**config.mk**
```make
export PLATFORM = sky130hd
export DESIGN_NAME = uar_rx_recovery
export DESIGN_NICKNAME = d
export VERILOG_FILES = /design/src/verilog/uar_pkg.sv /design/src/verilog/uar_rx_recovery.sv /design/src/verilog/uar_vote.sv
export SDC_FILE = /design/constraint.sdc
export NUM_CORES = 1
export LEC_CHECK = 0
export BUFFER_PORTS_ARGS = -buffer_cell sky130_fd_sc_hd__buf_4
export CAP_MARGIN = 10
export CELL_PAD_IN_SITES_DETAIL_PLACEMENT = 1
export CELL_PAD_IN_SITES_GLOBAL_PLACEMENT = 1
export CORE_MARGIN = 2
export CORE_UTILIZATION = 39
export DETAILED_ROUTE_END_ITERATION = 8
export PLACE_DENSITY_LB_ADDON = 0.25
export REMOVE_ABC_BUFFERS = 1
export SLEW_MARGIN = 20
export SYNTH_ARGS = -nofsm -noshare
export SYNTH_HDL_FRONTEND = slang
export SYNTH_SLANG_ARGS = --single-unit
export TNS_END_PERCENT = 100
```
**constraint.sdc**
```tcl
create_clock -name sys_clk_in -period 1.6 [get_ports sys_clk_in]
set_input_delay 0.08 -clock sys_clk_in [delete_from_list [all_inputs] [get_ports sys_clk_in]]
set_output_delay 0.08 -clock sys_clk_in [all_outputs]
set_load 0.1 [all_outputs]
```
**src/verilog/uar_pkg.sv**
```systemverilog
package uar_pkg;

    // receive mode selection codes
    localparam logic [1:0] UAR_MODE_NORMAL = 2'h0;
    localparam logic [1:0] UAR_MODE_DOUBLE = 2'h1;
    localparam logic [1:0] UAR_MODE_RESET = UAR_MODE_NORMAL;

    // oversampling figures per bit
    localparam int UAR_OSR_NORMAL = 16;
    localparam int UAR_OSR_DOUBLE = 8;
    localparam int UAR_VOTE_FIRST_NORMAL = 8;
    localparam int UAR_VOTE_FIRST_DOUBLE = 4;

    // frame layout defaults
    localparam int UAR_DATA_BITS_DEF = 8;
    localparam int UAR_DATA_BITS_MAX = 10;

    // reset values
    localparam logic [3:0] UAR_SAMPLE_RESET = 4'h0;
    localparam logic [3:0] UAR_BIT_RESET = 4'h0;
    localparam logic [9:0] UAR_SHIFT_RESET = 10'h000;

    typedef enum logic [1:0] {
        UAR_IDLE = 2'b00,
        UAR_START = 2'b01,
        UAR_DATA = 2'b11,
        UAR_STOP = 2'b10
    } uar_state_e;

    typedef struct packed {
        logic [9:0] data;
        logic frame_error_flag;
    } uar_char_s;

endpackage : uar_pkg

```
**src/verilog/uar_rx_recovery.sv**
```systemverilog
`timescale 1ns/100ps
// Function
// - error flags read as zero while acting as SPI host
// - no collision protection or multi-host in SPI host; double speed still follows the receive mode
// - SPI host: receive pin in on spi_data_in; no transmit pin or transfer clock pin here
// - SPI host has no client select output or multi-host input
// - oversample 16x in normal mode, 8x in double-speed mode
// - falling edge starts detection; first low sample is sample one
// - vote samples 8,9,10 or 4,5,6; two lows accept start bit
// - each data bit decided by three-sample majority
// - only the first stop bit is checked
// - low voted stop bit sets the character's frame error flag
// - next start accepted right after stop vote samples
// - vote centred on sample nine or sample five
// - receive mode value one selects double speed
module uar_rx_recovery
    import uar_pkg::*;
#(
    parameter int DATA_BITS = UAR_DATA_BITS_DEF
)
(
    // clock and reset
    input wire logic sys_clk_in,
    input wire logic rst_in,
    // configuration
    input wire logic [1:0] receive_mode_select_in,
    input wire logic spi_host_in,
    // sample tick from the baud generator, one per oversample
    input wire logic sample_tick_in,
    // serial pins
    input wire logic rxd_in,
    input wire logic spi_data_in,
    // received character
    output uar_char_s char_out,
    output logic char_valid_out,
    output logic rx_busy_out
);
    uar_state_e state_r, state_nxt;
    logic [3:0] sample_r, sample_nxt;
    logic [3:0] bit_r, bit_nxt;
    logic [9:0] shift_r, shift_nxt;
    uar_char_s char_r, char_nxt;
    logic valid_r, valid_nxt;
    logic dbl_r, dbl_nxt;
    logic [1:0] sync1_r, sync2_r;
    logic line_r, line_nxt;
    logic line_in_sel;
    logic vote;
    logic vote_cap;
    logic [3:0] osr_last;
    logic [3:0] vote_first;

    // both pins synchronised before the mux, so a select change is safe
    assign line_in_sel = spi_host_in ? sync2_r[1] : sync2_r[0];

    // previous tick's sample; a per-clock copy would miss edges
    assign line_nxt = sample_tick_in ? line_in_sel : line_r;

    always_ff @(posedge sys_clk_in)
    begin
        if (rst_in)
        begin
            sync1_r <= 2'h3;
            sync2_r <= 2'h3;
            line_r <= 1'b1;
        end
        else
        begin
            sync1_r <= {spi_data_in, rxd_in};
            sync2_r <= sync1_r;
            line_r <= line_nxt;
        end
    end

    function automatic logic [3:0] last_sample(input logic dbl);
        last_sample = dbl ? 4'(UAR_OSR_DOUBLE) : 4'(UAR_OSR_NORMAL - 1);
    endfunction : last_sample

    function automatic logic [3:0] first_vote(input logic dbl);
        first_vote = dbl ? 4'(UAR_VOTE_FIRST_DOUBLE)
            : 4'(UAR_VOTE_FIRST_NORMAL);
    endfunction : first_vote

    // samples numbered from 1; in normal mode 16 wraps to 0 in 4 bits
    assign osr_last = last_sample(dbl_r);
    assign vote_first = first_vote(dbl_r);

    assign vote_cap = sample_tick_in && (state_r != UAR_IDLE)
        && (sample_r == vote_first || sample_r == vote_first + 4'h1);

    uar_vote u_vote (
        .sys_clk_in(sys_clk_in),
        .rst_in(rst_in),
        .clear_in(state_r == UAR_IDLE),
        .capture_in(vote_cap),
        .line_in(line_in_sel),
        .majority_out(vote)
    );

    always_comb
    begin
        state_nxt = state_r;
        sample_nxt = sample_r;
        bit_nxt = bit_r;
        shift_nxt = shift_r;
        char_nxt = char_r;
        valid_nxt = 1'b0;
        dbl_nxt = dbl_r;
        if (sample_tick_in)
        begin
            unique case (state_r)
                UAR_IDLE:
                begin
                    dbl_nxt = (receive_mode_select_in == UAR_MODE_DOUBLE);
                    if (line_r && !line_in_sel)
                    begin
                        state_nxt = UAR_START;
                        sample_nxt = 4'h2;
                    end
                end
                default:
                begin
                    sample_nxt = sample_r + 4'h1;
                    // normal wraps 15 to 0 (sample 16); double 8 to 1
                    if (sample_r == osr_last)
                        sample_nxt = dbl_r ? 4'h1 : 4'h0;
                    if (sample_r == vote_first + 4'h2)
                    begin
                        // third centre sample: decide now
                        unique case (state_r)
                            UAR_START:
                                if (vote)
                                    state_nxt = UAR_IDLE;
                                else
                                begin
                                    state_nxt = UAR_DATA;
                                    bit_nxt = UAR_BIT_RESET;
                                end
                            UAR_DATA:
                            begin
                                shift_nxt = {vote, shift_r[9:1]};
                                bit_nxt = bit_r + 4'h1;
                                if (bit_r == 4'(DATA_BITS - 1))
                                    state_nxt = UAR_STOP;
                            end
                            default:
                            begin
                                // extra stop bits fall into idle
                                char_nxt.data = shift_r >>
                                    (UAR_DATA_BITS_MAX - DATA_BITS);
                                char_nxt.frame_error_flag = !vote
                                    && !spi_host_in;
                                valid_nxt = 1'b1;
                                // both modes: edge hunt at next tick
                                state_nxt = UAR_IDLE;
                            end
                        endcase
                    end
                end
            endcase
        end
    end

    always_ff @(posedge sys_clk_in)
    begin
        if (rst_in)
        begin
            state_r <= UAR_IDLE;
            sample_r <= UAR_SAMPLE_RESET;
            bit_r <= UAR_BIT_RESET;
            shift_r <= UAR_SHIFT_RESET;
            char_r <= '0;
            valid_r <= 1'b0;
            dbl_r <= 1'b0;
            char_out <= '0;
            char_valid_out <= 1'b0;
            rx_busy_out <= 1'b0;
        end
        else
        begin
            state_r <= state_nxt;
            sample_r <= sample_nxt;
            bit_r <= bit_nxt;
            shift_r <= shift_nxt;
            char_r <= char_nxt;
            valid_r <= valid_nxt;
            dbl_r <= dbl_nxt;
            char_out <= char_nxt;
            char_valid_out <= valid_nxt;
            rx_busy_out <= (state_nxt != UAR_IDLE);
        end
    end

    // no collision flag, select pin or arbitration logic
    // exists here by design; SPI host reception reuses this path
    logic unused_valid;
    assign unused_valid = valid_r;

endmodule : uar_rx_recovery

```
**src/verilog/uar_vote.sv**
```systemverilog
`timescale 1ns/100ps
module uar_vote
    import uar_pkg::*;
(
    // clock and reset
    input wire logic sys_clk_in,
    input wire logic rst_in,
    // sample strobe and line
    input wire logic clear_in,
    input wire logic capture_in,
    input wire logic line_in,
    // vote result
    output logic majority_out
);
    logic [1:0] held_r;
    logic [1:0] held_nxt;

    // shift in the first two centre samples; combine them with the live third
    always_comb
    begin
        held_nxt = held_r;
        if (clear_in)
            held_nxt = 2'h0;
        else if (capture_in)
            held_nxt = {held_r[0], line_in};
    end

    always_ff @(posedge sys_clk_in)
    begin
        if (rst_in)
            held_r <= 2'h0;
        else
            held_r <= held_nxt;
    end

    // majority of the two held samples plus the live third
    assign majority_out = (held_r[1] & held_r[0]) | (held_r[1] & line_in)
        | (held_r[0] & line_in);

endmodule : uar_vote

```
# == Yosys cells after proc, flatten, opt, wreduce, memory -nomap -nowiden ==
# Index checks and enable logic that the tools add are counted.
# op_classes
addsub,4
muxes,17
reduce_logical,20
n_eq_ne,10
bitwise_logic,9
# ops
operator,n
4-bit 2-to-1 mux,5
4-bit equality test,4
"4-bit by 1-bit adder with 4-bit output, second input constant",3
2-bit 2-to-1 mux,6
4-bit case mux with 2 select lines,1
4-bit AND reduction,2
2-bit nonzero test,3
5-bit AND reduction,1
"4-bit by 2-bit adder with 4-bit output, second input constant",1
"2-bit by 1-bit equality test with 1-bit output, second input constant",2
"4-bit by 3-bit equality test with 1-bit output, second input constant",1
1-bit logical AND,4
"2-bit != test, second input constant",2
1-bit inverter,4
2-bit case mux with 2 select lines,1
2-bit AND reduction,2
2-bit OR reduction,2
4-bit OR reduction,1
1-bit AND,3
1-bit zero test,3
1-bit 2-to-1 mux,3
3-bit 2-to-1 mux,1
"2-bit equality test, second input constant",1
2-bit zero test,1
2 further kinds,3
# word_totals
input_bits,8
out_inout_bits,13
regBits,39
elab_cells,73

# == Longest topological paths before layout ==
# logic_depth
depth_word,10
mapped_depth,7
depth_no_buf,6

# == Cells and area by module ==
# Synthesis repeated with hierarchy kept, for this count alone.
# unflattened
cells_unflattened,168
area_unflattened_um2,1651.6
# by_module_without_submodules
mod,seq_area_each_um2,area_per_inst_um2,cells_per_inst,n_inst
uar_rx_recovery,700.7,1571.5,161,1
uar_vote,40.0,80.1,7,1

# == Least setup slack after synthesis ==
# Ideal clock, no wire load.
# synth_path
path_type,flip-flop to flip-flop
startpoint,reg sample_r[2]
endpoint,reg char_r[1] in the netlist's numbering
t_required_ps,1472
path_stages_with_launch,7
path_slack_ps,-144
setup_time_ps,128
t_arrival_ps,1616
path_cell_list,dfxtp_1 buf_4 or3b_4 a2111oi_4 buf_6 mux2i_1 nor2_1
# synth_between
elab_chain_len,2
# synth_rtl
element,line,source
start: declaration,uar_rx_recovery.sv:39,"logic [3:0] sample_r, sample_nxt;"
start signal: assignment,uar_rx_recovery.sv:182,sample_r <= sample_nxt;
4-bit equality test,uar_rx_recovery.sv:127,if (sample_r == vote_first + 4'h2)
4-bit AND reduction (no line),-,
end signal: assignment,uar_rx_recovery.sv:185,char_r <= char_nxt;
end: declaration,uar_rx_recovery.sv:42,"uar_char_s char_r, char_nxt;"
# No other way between the ends.
# A chain may end at the register's enable or synchronous reset.

# == Final worst setup path ==
# layout_path
startpoint,reg dbl_r
endpoint,reg char_r[4] in the netlist's numbering
# layout_between
elab_chain_len,4
# layout_rtl
element,line,source
start: declaration,uar_rx_recovery.sv:44,"logic dbl_r, dbl_nxt;"
start signal: assignment,uar_rx_recovery.sv:187,dbl_r <= dbl_nxt;
4-bit 2-to-1 mux,uar_rx_recovery.sv:80,first_vote = dbl ? 4'(UAR_VOTE_FIRST_DOUBLE)
4-bit by 2-bit adder with 4-bit output,uar_rx_recovery.sv:127,
4-bit equality test,uar_rx_recovery.sv:127,
4-bit AND reduction (no line),-,
# No other way between the ends.

==> results.cfg <==
[timing]
timing.final.ws_setup_ns = -0.1621
fin_crit_ns = 1.762
finalHoldViolCount = 0
drv_slew = 0
fmax_ghz = 0.5675
setup_violations = 12
skew_ns = 0.004804
fin_hold_ws_ns = 0.07628
finalCritPeriodShare_pct = 110.1
rsz0062_at_grt = yes

[route]
vias = 1490
vias_per_cell = 5.321
drc = 0
drt-initial-drc-count = 24
antenna_left = 0
wl_per_cell_um = 16.08
drt_wl_total_um = 4502
firstDrtPassIters = 4

[critical_path]
rr_worst_depth = 6
crit_fanout = 4
path_buf_inv = 2
critPathLaunch = dbl_r$_SDFFE_PP0P_
start_kind = register
endpoint = char_r[4]$_SDFFE_PP0P_
worstReg2RegEnd = char_r[4]$_SDFFE_PP0P_
cp_slowest_cell = or3b_4
critPathRequiredTime_ns = 1.77
cp.depth = 6
worstSetupEndpointType = register
slowest_delay_ns = 0.42
path_cells = or3b_4, a2111oi_4, buf_6, buf_16, mux2i_2, nor2_1
r2r_start = dbl_r$_SDFFE_PP0P_
reg2reg_setup_slack_ns = -0.16
crit_family = simple AND/OR/NAND/NOR gates
crit_type = reg -> reg
arrival_ns = 1.94

[layout]
n_fill_cell = 499
final_common_cell = buf_4
postLayoutCellArea_um2 = 2370
final_nets = 241
layout_common_cells = 36 x buf_4, 34 x dfxtp_1, 21 x nor2_1
final_cells = 280
final_layout_size_suffix_gt1_share_pct = 34.21
antenna_cells = 0
area_growth_pct = 36.65

[hold_path]
hp-start = receive_mode_select_in[1]
holdCritPathClass = in -> reg

[yosys]
ys_ff_latch = 37
synth_cells = 184
synthFlopType = dfxtp_1
postSynthAreaPerCell_um2 = 9.425
synthDistinctLibCells = 47
synthArstFlopShare_pct = 0
synthesis.area_um2 = 1734
ys_seq_area_share_pct = 42.71
synth_enable_flop_cells = 0
yosys_warnings = 0

[cts]
clock_latency_ns = 0.28
cts_sinks = 37
clk_pin_slew_ns = 0.07
cts_tree = built
cts-buffers-inserted = 5
cts.path.max_buffers = 2
cts.htree.levels = 2
clockRootBuffer = clkbuf_8

[placement]
place_congestion = 0.8436
dp_cells = 264
portBuffers = 18
dpl-instance-area_um2 = 2052
dp_hpwl_um = 3148

[floorplan]
dieArea_um2 = 4996
boundaryPins = 21
die-width_um = 70.68
dieHeight_um = 70.68
rows = 24
core_um2 = 4324
start_util_pct = 40.10

[global_route]
antenna_found_initial = 0
grt_pass1_wl_um = 7452
grt_use_total_pct = 18.89
grt_overflow_total = 0
grt_pass1_vias = 1583
grt_max_degree = 32

[pwr]
p_per_area_nw_per_um2 = 778.5
finalPower_w = 0.001845
irDropWorstVdd_v = 0.0005551
p_leak_nw = 0.9414

[run_status]
violations = setup timing
outcome = finished, violations left

[flow_run]
maxCapViolCount = 0
==> registers in the layout, summed over array words and instances, names as in the netlist <==
signal / count
dbl_r: 1
state_r: 2
shift_r: 8
line_r: 1
rx_busy_out: 1
sync1_r: 2
char_valid_out: 1
bit_r: 4
char_r: 9
u_vote.held_r: 2
sample_r: 4
sync2_r: 2
==> report_power, final <==
part,internal [W],switching [W]
logic,0.0000512,0.0000875
registers,0.000931,0.00000539
clock network,0.000453,0.000317
==> per-layer routing <==
layer	routed length (um)	global-route usage, %	vias to the layer above	share of wire, %
li1	-	-	733	-
met1	1958	23.20	733	43
met2	2377	33.33	18	53
met3	108	3.846	6	2.4
met4	58	5.660	0	1.3
met5	0	0	-	0
==> logic make-up after synthesis <==
kind of cell / Yosys count / synth area share (%)
buffers and inverters: 18 / 5.050
muxes: 19 / 11.04
other: 1 / 0.2162
AOI/OAI and AO/OA: 35 / 14.86
and+or+nand+nor: 67 / 21.36
adders and majority gates: 7 / 4.762
DFF: 37 / 42.71
==> worst min-delay path: stages <==
cell	delay [ns]
buf_4	0.08
nand4b_1	0.09
a21oi_1	0.06
==> area by class of cell <==
cell class | instances | area [um^2] | area share, %
Multi-Input combinational cell | 130 | 999.7 | 42.19
Tap cell | 52 | 65.06 | 2.746
Clock inverter | 2 | 35.03 | 1.478
Sequential cell | 37 | 744.5 | 31.42
Inverter | 7 | 26.28 | 1.109
Clock buffer | 5 | 68.82 | 2.904
Timing Repair Buffer | 47 | 430.4 | 18.16
==> how the worst min path moves through the flow <==
stage / depth (start not counted) / slack [ns] / to
after floorplan: 1 / 0.15 / dbl_r$_SDFFE_PP0P_
after CTS: 3 / 0.08 / dbl_r$_SDFFE_PP0P_
after detailed placement: 2 / 0.27 / sync1_r[1]$_SDFF_PP1_
after global routing: 3 / 0.09 / dbl_r$_SDFFE_PP0P_
final: 3 / 0.08 / dbl_r$_SDFFE_PP0P_
after global placement: 2 / 0.27 / sync1_r[0]$_SDFF_PP1_
==> stage by stage <==
stage / utilization [%] / worst slack [ns] / TNS, ns
finish: 54.80 / -0.1621 / -1.235
global route: 54.80 / -0.2308 / -2.396
CTS: 52.52 / -0.1147 / -0.9527
detailed placement: 47.45 / -0.2231 / -1.852
global placement: 47.45 / -0.1024 / -0.8121
floorplan: - / -0.4388 / -3.731
==> repair_timing <==
item	4_1_cts	5_1_grt
pin swaps	4	6
resized for setup	12	20
cloned	1	1
setup endpoints to repair	15	23
endpoints found under the hold margin	2	0
setup buffers	4	1
hold buffers	2	0
==> Yosys cell counts (4+ instances only) <==
cell type	count	area, um^2
dfxtp_1	37	740.7
nor2_1	22	82.58
mux2i_1	18	180.2
a21oi_1	9	45.04
nand2_1	9	33.78
inv_1	7	26.28
o21ai_0	7	35.03
clkbuf_1	6	22.52
ha_1	5	62.56
or2_2	5	31.28
a211oi_1	4	30.03
nand4b_1	4	35.03
nor3_1	4	20.02
Note: power is estimated with default switching activity, not from simulation.
